### src/uoe_pkg.sv
package uoe_pkg;
    // ----------------------------------------
    // register offsets (byte addresses)
    // ----------------------------------------
    localparam logic [7:0] EVT_FLAGS_OFS = 8'h00;
    localparam logic [7:0] EVT_ENABLE_OFS = 8'h04;
    localparam logic [7:0] ERR_FLAGS_OFS = 8'h08;
    localparam logic [7:0] ERR_ENABLE_OFS = 8'h0C;
    localparam logic [7:0] CONTROL_OFS = 8'h10;
    localparam logic [7:0] XFER_STATUS_OFS = 8'h14;
    // ----------------------------------------
    // event flag positions
    // ----------------------------------------
    localparam int EVT_STALL_BIT = 7;
    localparam int EVT_ATTACH_BIT = 6;
    localparam int EVT_RESUME_BIT = 5;
    localparam int EVT_IDLE_BIT = 4;
    localparam int EVT_TOKEN_BIT = 3;
    localparam int EVT_FRAME_BIT = 2;
    localparam int EVT_ERROR_BIT = 1;
    localparam int EVT_RESET_BIT = 0;
    // ----------------------------------------
    // error flag positions
    // ----------------------------------------
    localparam int ERR_DMA_BIT = 5;
    localparam int ERR_TURN_BIT = 4;
    localparam int ERR_CRC_EOF_BIT = 1;
    localparam int ERR_PID_BIT = 0;
    // ----------------------------------------
    // control bit positions
    // ----------------------------------------
    localparam int CTL_FRAME_BIT = 0;
    localparam int CTL_PPRST_BIT = 1;
    localparam int CTL_RESUME_BIT = 2;
    localparam int CTL_HOST_BIT = 3;
    localparam logic [7:0] RESET_VALUE_8 = 8'h00;
    // ----------------------------------------
    // timing
    // ----------------------------------------
    localparam int CLK_MHZ = 125;
    localparam int BUS_QUIET_NS = 2500;
    localparam int BUS_QUIET_CYC = BUS_QUIET_NS * CLK_MHZ / 1000;
    localparam int IDLE_MS = 3;
    localparam int IDLE_CYC = IDLE_MS * CLK_MHZ * 1000;
    localparam int FRAME_MS = 1;
    localparam int FRAME_CYC = FRAME_MS * CLK_MHZ * 1000;
    localparam int TURN_BIT_TIMES = 16;
    localparam int FS_BIT_NS = 83;
    localparam int TURN_CYC = TURN_BIT_TIMES * FS_BIT_NS * CLK_MHZ / 1000;
    localparam int STAT_DEPTH = 4;
    localparam int CNT_W = 24;
endpackage

### src/uoe_event_status.sv
// The register addresses and strobed register access were decided locally.
`timescale 1ns/1ps
`default_nettype none
// Summary of operation
// - stall flag: host receives stall, device sends stall, handshake phase
// - attach flag only with host enabled, bus quiet 2.5 us, not SE0
// - resume flag when K state holds 2.5 us
// - idle flag after 3 ms of continuous idle bus
// - token complete flag set at token end; status shows endpoint info
// - clearing token complete flag advances the status FIFO
// - frame flag: device receives frame token, host reaches threshold
// - summary error flag read-only, set only by enabled errors
// - device mode: bit 0 set on valid bus reset
// - host mode: bit 0 set on peripheral detach
// - flags reset zero, hardware set, write one clears, upper bits zero
// - device mode: token CRC5 failure flags an error
// - host mode: end-of-frame error when frame counter hits zero mid-transfer
// - packet id check failure flags an error
// - turnaround error after more than 16 idle bit times since EOP
// - memory-access error on late grant or truncated packet
// - ping-pong reset forces all buffer pointers to even bank
// - device mode: control bit 0 enables the module
// - host mode: frame token every 1 ms when enabled, none otherwise
// - resume held 10/25 ms by software; host appends low-speed EOP on release
// - host control logic reset whenever host control bit changes
module uoe_event_status (
    // clock and reset
    input wire logic SYS_CLK_IN,
    input wire logic RST_IN,
    // register port
    input wire logic [7:0] REG_ADDR_IN,
    input wire logic [31:0] REG_WDATA_IN,
    input wire logic REG_WR_IN,
    input wire logic REG_RD_IN,
    output logic [31:0] REG_RDATA_OUT,
    // bus line state pins
    input wire logic BUS_SE0_IN,
    input wire logic BUS_K_IN,
    input wire logic BUS_IDLE_IN,
    // protocol engine events
    input wire logic STALL_HS_IN,
    input wire logic TOKEN_DONE_IN,
    input wire logic [7:0] TOKEN_STAT_IN,
    input wire logic FRAME_TOKEN_RX_IN,
    input wire logic BUS_RESET_IN,
    input wire logic CRC5_FAIL_IN,
    input wire logic PID_FAIL_IN,
    input wire logic EOP_IN,
    input wire logic XFER_ACTIVE_IN,
    input wire logic DMA_LATE_IN,
    input wire logic PKT_TRUNC_IN,
    // controls and status out
    output logic IRQ_OUT,
    output logic MODULE_EN_OUT,
    output logic PINGPONG_RESET_OUT,
    output logic FRAME_TOKEN_SEND_OUT,
    output logic RESUME_DRIVE_OUT,
    output logic LS_EOP_SEND_OUT,
    output logic HOST_LOGIC_RESET_OUT
);
    // ----------------------------------------
    // pin synchronisers
    // ----------------------------------------
    logic [2:0] pin_meta_reg;
    logic [2:0] pin_sync_reg;
    logic se0_s;
    logic k_s;
    logic idle_s;
    always_ff @(posedge SYS_CLK_IN or posedge RST_IN) begin
        if (RST_IN) begin
            pin_meta_reg <= 3'h0;
            pin_sync_reg <= 3'h0;
        end else begin
            pin_meta_reg <= {BUS_IDLE_IN, BUS_K_IN, BUS_SE0_IN};
            pin_sync_reg <= pin_meta_reg;
        end
    end
    assign se0_s = pin_sync_reg[0];
    assign k_s = pin_sync_reg[1];
    assign idle_s = pin_sync_reg[2];
    // previous synchronised se0 level for the detach edge
    logic se0_prev_reg;
    always_ff @(posedge SYS_CLK_IN or posedge RST_IN) begin
        if (RST_IN) begin
            se0_prev_reg <= 1'b0;
        end else begin
            se0_prev_reg <= se0_s;
        end
    end

    // ----------------------------------------
    // registers
    // ----------------------------------------
    logic [7:0] evt_flags_reg;
    logic [7:0] evt_next;
    logic [7:0] evt_enable_reg;
    logic [7:0] err_flags_reg;
    logic [7:0] err_next;
    logic [7:0] err_enable_reg;
    logic [7:0] control_reg;
    logic host_en;
    logic host_prev_reg;
    logic frame_en;
    logic [7:0] set_evt;
    logic [7:0] set_err;
    logic [7:0] stat_head;
    logic stat_empty;

    function automatic logic hit(input logic [7:0] addr, input logic [7:0] ofs);
        hit = (addr == ofs);
    endfunction

    logic wr_evt;
    logic wr_err;
    logic wr_ctl;
    assign wr_evt = REG_WR_IN && hit(REG_ADDR_IN, uoe_pkg::EVT_FLAGS_OFS);
    assign wr_err = REG_WR_IN && hit(REG_ADDR_IN, uoe_pkg::ERR_FLAGS_OFS);
    assign wr_ctl = REG_WR_IN && hit(REG_ADDR_IN, uoe_pkg::CONTROL_OFS);
    assign host_en = control_reg[uoe_pkg::CTL_HOST_BIT];
    assign frame_en = control_reg[uoe_pkg::CTL_FRAME_BIT];

    // ----------------------------------------
    // bus timers
    // ----------------------------------------
    logic attach_hit;
    logic resume_hit;
    logic idle_hit;
    logic turn_hit;
    uoe_level_timer attach_timer (
        .clk_in(SYS_CLK_IN),
        .rst_in(RST_IN),
        .level_in(host_en && idle_s && !se0_s),
        .limit_in(uoe_pkg::CNT_W'(uoe_pkg::BUS_QUIET_CYC)),
        .reached_out(attach_hit)
    );
    uoe_level_timer resume_timer (
        .clk_in(SYS_CLK_IN),
        .rst_in(RST_IN),
        .level_in(k_s),
        .limit_in(uoe_pkg::CNT_W'(uoe_pkg::BUS_QUIET_CYC)),
        .reached_out(resume_hit)
    );
    uoe_level_timer idle_timer (
        .clk_in(SYS_CLK_IN),
        .rst_in(RST_IN),
        .level_in(idle_s),
        .limit_in(uoe_pkg::CNT_W'(uoe_pkg::IDLE_CYC)),
        .reached_out(idle_hit)
    );

    // turnaround window opens at each end-of-packet, closes on any activity
    logic turn_arm_reg;
    logic [15:0] turn_cnt_reg;
    always_ff @(posedge SYS_CLK_IN or posedge RST_IN) begin
        if (RST_IN) begin
            turn_arm_reg <= 1'b0;
            turn_cnt_reg <= 16'h0000;
        end else if (EOP_IN) begin
            turn_arm_reg <= 1'b1;
            turn_cnt_reg <= 16'h0000;
        end else if (turn_arm_reg && !idle_s) begin
            turn_arm_reg <= 1'b0;
        end else if (turn_arm_reg) begin
            turn_cnt_reg <= turn_cnt_reg + 16'h0001;
            if (turn_cnt_reg == 16'(uoe_pkg::TURN_CYC)) begin
                turn_arm_reg <= 1'b0;
            end
        end
    end
    assign turn_hit = turn_arm_reg && idle_s && !EOP_IN
        && (turn_cnt_reg == 16'(uoe_pkg::TURN_CYC));

    // ----------------------------------------
    // host frame counter
    // ----------------------------------------
    logic [16:0] frame_cnt_reg;
    logic frame_zero;
    assign frame_zero = (frame_cnt_reg == 17'h00000);
    always_ff @(posedge SYS_CLK_IN or posedge RST_IN) begin
        if (RST_IN) begin
            frame_cnt_reg <= 17'(uoe_pkg::FRAME_CYC - 1);
        end else if (!host_en || !frame_en || (host_en != host_prev_reg)) begin
            frame_cnt_reg <= 17'(uoe_pkg::FRAME_CYC - 1);
        end else if (frame_zero) begin
            frame_cnt_reg <= 17'(uoe_pkg::FRAME_CYC - 1);
        end else begin
            frame_cnt_reg <= frame_cnt_reg - 17'h00001;
        end
    end
    always_ff @(posedge SYS_CLK_IN or posedge RST_IN) begin
        if (RST_IN) begin
            FRAME_TOKEN_SEND_OUT <= 1'b0;
        end else begin
            FRAME_TOKEN_SEND_OUT <= host_en && frame_en && frame_zero;
        end
    end

    // ----------------------------------------
    // error flags
    // ----------------------------------------
    always_comb begin
        set_err = 8'h00;
        set_err[uoe_pkg::ERR_PID_BIT] = PID_FAIL_IN;
        set_err[uoe_pkg::ERR_CRC_EOF_BIT] = host_en
            ? (frame_zero && frame_en && XFER_ACTIVE_IN)
            : CRC5_FAIL_IN;
        set_err[uoe_pkg::ERR_TURN_BIT] = turn_hit;
        set_err[uoe_pkg::ERR_DMA_BIT] = DMA_LATE_IN || PKT_TRUNC_IN;
    end
    always_comb begin
        err_next = err_flags_reg;
        if (wr_err) begin
            err_next = err_next & ~REG_WDATA_IN[7:0];
        end
        err_next = err_next | set_err;
    end
    always_ff @(posedge SYS_CLK_IN or posedge RST_IN) begin
        if (RST_IN) begin
            err_flags_reg <= uoe_pkg::RESET_VALUE_8;
        end else begin
            err_flags_reg <= err_next;
        end
    end

    // ----------------------------------------
    // event flags
    // ----------------------------------------
    always_comb begin
        set_evt = 8'h00;
        set_evt[uoe_pkg::EVT_STALL_BIT] = STALL_HS_IN;
        set_evt[uoe_pkg::EVT_ATTACH_BIT] = attach_hit;
        set_evt[uoe_pkg::EVT_RESUME_BIT] = resume_hit;
        set_evt[uoe_pkg::EVT_IDLE_BIT] = idle_hit;
        set_evt[uoe_pkg::EVT_TOKEN_BIT] = TOKEN_DONE_IN;
        set_evt[uoe_pkg::EVT_FRAME_BIT] = host_en
            ? (frame_en && frame_zero) : FRAME_TOKEN_RX_IN;
        set_evt[uoe_pkg::EVT_RESET_BIT] = host_en
            ? (host_prev_reg && se0_s && !se0_prev_reg)
            : BUS_RESET_IN;
    end
    always_comb begin
        evt_next = evt_flags_reg;
        if (wr_evt) begin
            evt_next = evt_next & ~REG_WDATA_IN[7:0];
        end
        evt_next = evt_next | set_evt;
        // summary bit follows enabled errors only, never written
        evt_next[uoe_pkg::EVT_ERROR_BIT] = |(err_next & err_enable_reg);
    end
    always_ff @(posedge SYS_CLK_IN or posedge RST_IN) begin
        if (RST_IN) begin
            evt_flags_reg <= uoe_pkg::RESET_VALUE_8;
        end else begin
            evt_flags_reg <= evt_next;
        end
    end

    // ----------------------------------------
    // transfer status fifo
    // ----------------------------------------
    logic stat_pop;
    assign stat_pop = wr_evt && REG_WDATA_IN[uoe_pkg::EVT_TOKEN_BIT]
        && evt_flags_reg[uoe_pkg::EVT_TOKEN_BIT];
    uoe_stat_fifo stat_fifo (
        .clk_in(SYS_CLK_IN),
        .rst_in(RST_IN),
        .push_in(TOKEN_DONE_IN),
        .push_data_in(TOKEN_STAT_IN),
        .pop_in(stat_pop),
        .head_out(stat_head),
        .empty_out(stat_empty)
    );

    // ----------------------------------------
    // control and enables
    // ----------------------------------------
    always_ff @(posedge SYS_CLK_IN or posedge RST_IN) begin
        if (RST_IN) begin
            control_reg <= uoe_pkg::RESET_VALUE_8;
            evt_enable_reg <= uoe_pkg::RESET_VALUE_8;
            err_enable_reg <= uoe_pkg::RESET_VALUE_8;
        end else begin
            if (wr_ctl) begin
                control_reg <= REG_WDATA_IN[7:0];
            end
            if (REG_WR_IN && hit(REG_ADDR_IN, uoe_pkg::EVT_ENABLE_OFS)) begin
                evt_enable_reg <= REG_WDATA_IN[7:0];
            end
            if (REG_WR_IN && hit(REG_ADDR_IN, uoe_pkg::ERR_ENABLE_OFS)) begin
                err_enable_reg <= REG_WDATA_IN[7:0];
            end
        end
    end

    always_ff @(posedge SYS_CLK_IN or posedge RST_IN) begin
        if (RST_IN) begin
            host_prev_reg <= 1'b0;
            HOST_LOGIC_RESET_OUT <= 1'b0;
        end else begin
            host_prev_reg <= host_en;
            HOST_LOGIC_RESET_OUT <= (host_en != host_prev_reg);
        end
    end

    always_ff @(posedge SYS_CLK_IN or posedge RST_IN) begin
        if (RST_IN) begin
            MODULE_EN_OUT <= 1'b0;
            PINGPONG_RESET_OUT <= 1'b0;
            RESUME_DRIVE_OUT <= 1'b0;
            LS_EOP_SEND_OUT <= 1'b0;
        end else begin
            // bit 0 doubles as module enable outside host mode
            MODULE_EN_OUT <= !host_en && control_reg[uoe_pkg::CTL_FRAME_BIT];
            PINGPONG_RESET_OUT <= control_reg[uoe_pkg::CTL_PPRST_BIT];
            RESUME_DRIVE_OUT <= control_reg[uoe_pkg::CTL_RESUME_BIT];
            LS_EOP_SEND_OUT <= host_en && RESUME_DRIVE_OUT
                && !control_reg[uoe_pkg::CTL_RESUME_BIT];
        end
    end

    // ----------------------------------------
    // interrupt and read port
    // ----------------------------------------
    always_ff @(posedge SYS_CLK_IN or posedge RST_IN) begin
        if (RST_IN) begin
            IRQ_OUT <= 1'b0;
        end else begin
            IRQ_OUT <= |(evt_flags_reg & evt_enable_reg);
        end
    end

    always_ff @(posedge SYS_CLK_IN or posedge RST_IN) begin
        if (RST_IN) begin
            REG_RDATA_OUT <= 32'h0000_0000;
        end else if (REG_RD_IN) begin
            case (REG_ADDR_IN)
                uoe_pkg::EVT_FLAGS_OFS: REG_RDATA_OUT <= {24'h000000, evt_flags_reg};
                uoe_pkg::EVT_ENABLE_OFS: REG_RDATA_OUT <= {24'h000000, evt_enable_reg};
                uoe_pkg::ERR_FLAGS_OFS: REG_RDATA_OUT <= {24'h000000, err_flags_reg};
                uoe_pkg::ERR_ENABLE_OFS: REG_RDATA_OUT <= {24'h000000, err_enable_reg};
                uoe_pkg::CONTROL_OFS: REG_RDATA_OUT <= {24'h000000, control_reg};
                uoe_pkg::XFER_STATUS_OFS: begin
                    REG_RDATA_OUT <= {23'h000000, stat_empty, stat_empty ? 8'h00 : stat_head};
                end
                default: REG_RDATA_OUT <= 32'h0000_0000;
            endcase
        end else begin
            REG_RDATA_OUT <= 32'h0000_0000;
        end
    end
endmodule
`default_nettype wire

### src/uoe_level_timer.sv
`timescale 1ns/1ps
`default_nettype none
module uoe_level_timer (
    // clock and reset
    input wire logic clk_in,
    input wire logic rst_in,
    // condition and limit
    input wire logic level_in,
    input wire logic [uoe_pkg::CNT_W-1:0] limit_in,
    // result
    output logic reached_out
);
    logic [uoe_pkg::CNT_W-1:0] count_reg;
    // counts cycles of an unbroken level; pulses once when limit is met
    always_ff @(posedge clk_in or posedge rst_in) begin
        if (rst_in) begin
            count_reg <= '0;
            reached_out <= 1'b0;
        end else if (!level_in) begin
            count_reg <= '0;
            reached_out <= 1'b0;
        end else begin
            if (count_reg != limit_in) begin
                count_reg <= count_reg + 1'b1;
            end
            reached_out <= (count_reg == limit_in - 1'b1);
        end
    end
endmodule
`default_nettype wire

### src/uoe_stat_fifo.sv
`timescale 1ns/1ps
`default_nettype none
module uoe_stat_fifo (
    // clock and reset
    input wire logic clk_in,
    input wire logic rst_in,
    // push and pop
    input wire logic push_in,
    input wire logic [7:0] push_data_in,
    input wire logic pop_in,
    // head
    output logic [7:0] head_out,
    output logic empty_out
);
    logic [7:0] mem_reg [uoe_pkg::STAT_DEPTH];
    logic [1:0] rd_reg;
    logic [1:0] wr_reg;
    logic [2:0] cnt_reg;
    logic do_push;
    logic do_pop;
    assign do_push = push_in && (cnt_reg != 3'(uoe_pkg::STAT_DEPTH));
    assign do_pop = pop_in && (cnt_reg != 3'h0);
    assign head_out = mem_reg[rd_reg];
    assign empty_out = (cnt_reg == 3'h0);
    always_ff @(posedge clk_in) begin
        if (do_push) begin
            mem_reg[wr_reg] <= push_data_in;
        end
    end
    always_ff @(posedge clk_in or posedge rst_in) begin
        if (rst_in) begin
            rd_reg <= 2'h0;
            wr_reg <= 2'h0;
            cnt_reg <= 3'h0;
        end else begin
            if (do_push) begin
                wr_reg <= wr_reg + 2'h1;
            end
            if (do_pop) begin
                rd_reg <= rd_reg + 2'h1;
            end
            cnt_reg <= cnt_reg + 3'(do_push) - 3'(do_pop);
        end
    end
endmodule
`default_nettype wire

### config.mk
export PLATFORM = sky130hd
export DESIGN_NAME = uoe_event_status
export DESIGN_NICKNAME = d
export VERILOG_FILES = /design/src/uoe_pkg.sv /design/src/uoe_event_status.sv /design/src/uoe_level_timer.sv /design/src/uoe_stat_fifo.sv
export SDC_FILE = /design/constraint.sdc
export NUM_CORES = 1
export LEC_CHECK = 0
export ABC_AREA = 1
export BUFFER_PORTS_ARGS = -buffer_cell sky130_fd_sc_hd__buf_4
export CAP_MARGIN = 5
export CELL_PAD_IN_SITES_DETAIL_PLACEMENT = 0
export CELL_PAD_IN_SITES_GLOBAL_PLACEMENT = 1
export CORE_ASPECT_RATIO = 1.25
export CORE_MARGIN = 1
export CORE_UTILIZATION = 50
export CTS_BUF_LIST = sky130_fd_sc_hd__clkbuf_4 sky130_fd_sc_hd__clkbuf_8
export DETAILED_ROUTE_END_ITERATION = 8
export PLACE_DENSITY = 0.95
export SYNTH_ARGS = -nofsm -noshare
export SYNTH_HDL_FRONTEND = slang
export SYNTH_HIERARCHICAL = 1
export SYNTH_SLANG_ARGS = --single-unit
### constraint.sdc
create_clock -name SYS_CLK_IN -period 8.1 [get_ports SYS_CLK_IN]
set_input_delay 0.405 -clock SYS_CLK_IN [delete_from_list [all_inputs] [get_ports SYS_CLK_IN]]
set_output_delay 0.405 -clock SYS_CLK_IN [all_outputs]
set_load 0.03 [all_outputs]
==> flow_summary_export.csv <==
group,metric,value,unit
yosys,synthAdderAreaFrac,0.0147,
flow_run,maxCapViolCount,0,
placement,dpl_cell_area,16400,um^2
drt,viasPerCell,4.84,
setup_path,reg2reg_slack,5.25,ns
yosys,synth_top_family_by_area,"simple AND/OR/NAND/NOR gates",
sta,setup_viol,0,
placement,gp_congestion,0.914,
sta,tightest_slew,1.05,ns
drt,post_drt_wl_per_cell,12.7,um
setup_path,required,8.59,ns
floorplan,die_x,157,um
setup_path,crit_slowest_cell,"clkinv_1",
sta,fmax,351,MHz
drt,ant_nets,0,
sta,fin_skew,0.0123,ns
clocking,hold_buffers,4,
drt,drt_pass1_iterations,4,
clocking,htree_levels,2,
placement,dp.cells,2764,
clocking,cts_setup_buffers,0,
global_routing,track_usage,0.243,
power,vdd_drop_max,101,uV
clocking,cts_tree,"yes",
global_routing,antenna_found_initial,0,
drt,drt_iter0_drc,588,
setup_path,crit_path_cell_trace,"buf_4 -> nand2_1 -> nor2_2 -> buf_4 -> clkinv_1 -> a21oi_1 -> o211ai_1 -> nor2_1 -> nand2_1 -> nor2_1 -> nand3_1 -> nor2_1",
finish,syn_to_final_growth,14.9,%
yosys,seq_area_frac_synth,0.365,
sta,max_slew_margin,0.301,
placement,dp_slack,5.09,ns
floorplan,fp.coreArea,29400,um^2
drt,dr_total_vias,13725,
sta,whs,0.0533,ns
sta,slew_violations,0,
yosys,synth.area.mux_share,0,
floorplan,initial_utilization,0.510,
finish,final_area,17300,um^2
drt,drc,0,
power,p_leak,8.74,nW
yosys,yosys_warnings,6,
finish,diodes,0,
finish,layout-drive-gt1-share,0.0901,
placement,dp_hpwl,26300,um
floorplan,pin_count,104,
yosys,synthFlopType,"dfrtp_1",
clocking,cts.path.max_buffers,3,
finish,final_cells,2837,
floorplan,dieArea,30700,um^2
sta,fin_crit,2.85,ns
sta,post-route-period-util,0.352,
clocking,cts.sinks,212,
placement,place.port_buffers,56,
yosys,ys_ff_latch,212,
sta,finalSetupTns,0,ns
yosys,synth-edff-count,32,
yosys,yosys.area_share.simple,0.394,
yosys,synth_xor_area_frac,0.0908,
setup_path,endpoint_kind,"flip-flop",
yosys,synthCells,2147,
min_path,worstHoldStart,"STALL_HS_IN",
drt,routed_wl,35900,um
setup_path,critPathLaunchType,"flip-flop",
yosys,synthTopCellsByArea,"dfrtp_1 (28%), nand2_1 (16%), nor2_1 (8.4%)",
sta,setup_ws,5.25,ns
setup_path,path_class,"reg -> reg",
sta,grt_setup_unrepaired,"false",
setup_path,cp_common_cell,"nor2_1",
clocking,cts_root_buf,"clkbuf_8",
floorplan,fp-row-count,70,
min_path,worst_hold_path_type,"in -> reg",
yosys,synth_top_area_share,0.285,
yosys,yosys.area.top_type,"dfrtp_1",
setup_path,r2r-start,"pin_sync_reg[2]",
global_routing,grt_pass1_vias,13185,
clocking,cts_buffers,38,
setup_path,critPathArrivalTime,3.34,ns
finish,design.final.nets,2494,
setup_path,r2r-end,"attach_timer/reached_out",
yosys,avgSynthCellArea,6.99,um^2
power,power_density,152,nW/um^2
finish,largest_reg_flops,32,
yosys,ys_async_sr_fraction,0.849,
yosys,synth_compound_gate_area_share,0.0450,
global_routing,grt-ovfl-total,0,
min_path,hold_depth,3,
floorplan,die_h,196,um
finish,fillCellCount,2920,
setup_path,crit_fanout,36,
global_routing,grt_max_degree,81,
setup_path,max_stage_delay,0.58,ns
min_path,hold_end,"evt_flags_reg[7]",
yosys,synth.distinct_cells,50,
setup_path,r2r_cells,12,
run_status,status,"finished, final reports clean",
clocking,clk_transition_reported_paths,0.07,ns
yosys,syn_area,15000,um^2
clocking,cts-resized-gates,0,
sta,hold_viol,0,
global_routing,grt_pass1_wl,60800,um
clocking,clock_latency,0.56,ns
power by group:
group	leakage [nW]	switching (mW)	internal, mW
clock	0.443	0.463	0.637
combinational	5.61	0.224	0.105
sequential	2.68	0.0400	1.15
synth_stat cells (10+ instances only):
library cell	number
clkbuf_1	22
buf_6	10
buf_2	28
nand4_1	120
nor2_2	13
xor2_1	99
nand2_1	651
xnor2_1	53
nand3_1	134
nor2_1	335
ha_1	16
a21oi_1	27
o21ai_0	30
nor3_1	34
buf_4	27
edfxtp_1	32
dfrtp_1	171
o21ai_1	23
inv_1	204
o21ai_2	14
worst max-delay path: cells and delay by family (launching register included):
kind,cells,cell delay (ns)
buf+inv,3,1.31
simple gates,7,0.72
compound gates,2,0.42
flops,1,0.33
layer usage:
metal / track usage / vias up / wire length (um)
met3: 0.0307 / 81 / 1560
met1: 0.280 / 6238 / 14800
met2: 0.453 / 281 / 18600
met5: 0 / - / 0
met4: 0.0871 / 0 / 986
li1: - / 7125 / -
cells in the final DEF (no fill, tap or decap), types with 6 or more instances in the layout:
cell type and instances:
a21oi_1 27, buf_4 65, clkbuf_4 12, clkbuf_8 46
clkinv_1 6, conb_1 248, dfrtp_1 171, dfstp_2 9
edfxtp_1 32, ha_1 16, inv_1 203, inv_2 7
nand2_1 651, nand2_2 8, nand3_1 134, nand3b_1 9
nand4_1 120, nor2_1 334, nor2_2 14, nor3_1 34
o21ai_0 30, o21ai_1 23, o21ai_2 14, o21bai_1 7
or2_2 9, xnor2_1 53, xor2_1 99
cell type report:
| type | count | area [um^2] | area share |
|---|---|---|---|
| multi-input cells | 1876 | 9110 | 0.528 |
| clock buffers | 58 | 723 | 0.0419 |
| repair buffers | 69 | 528 | 0.0306 |
| clock inverters | 11 | 111 | 0.00645 |
| inverters | 215 | 810 | 0.0469 |
| well taps | 396 | 495 | 0.0287 |
| flip-flops and latches | 212 | 5480 | 0.317 |
stage by stage:
step | util | power (mW)
global placement | 0.557 | 1.52
CTS | 0.586 | 2.64
floorplan | - | 1.45
global route | 0.586 | 2.75
detailed placement | 0.557 | 1.53
finish | 0.586 | 2.61
worst max-delay path by stage:
stage | slack (ns) | end | startpoint
finish | 5.25 | attach_timer/reached_out | pin_sync_reg[2]
global placement | 5.11 | stat_fifo/cnt_reg[2] | REG_ADDR_IN[1]
global route | 4.92 | attach_timer/reached_out | pin_sync_reg[2]
floorplan | 5.15 | FRAME_TOKEN_SEND_OUT | RST_IN
detailed placement | 5.09 | stat_fifo/cnt_reg[2] | REG_ADDR_IN[1]
CTS | 5.27 | attach_timer/reached_out | pin_sync_reg[2]
kinds of logic after synthesis:
family                     Yosys count
buffers and inverters              305
DFF                                212
adders and majority gates           17
xor gates and xnor gates           154
and+or+nand+nor                   1343
other                                2
AOI/OAI and AO/OA                  114
Power figures use the tool's default switching activity.
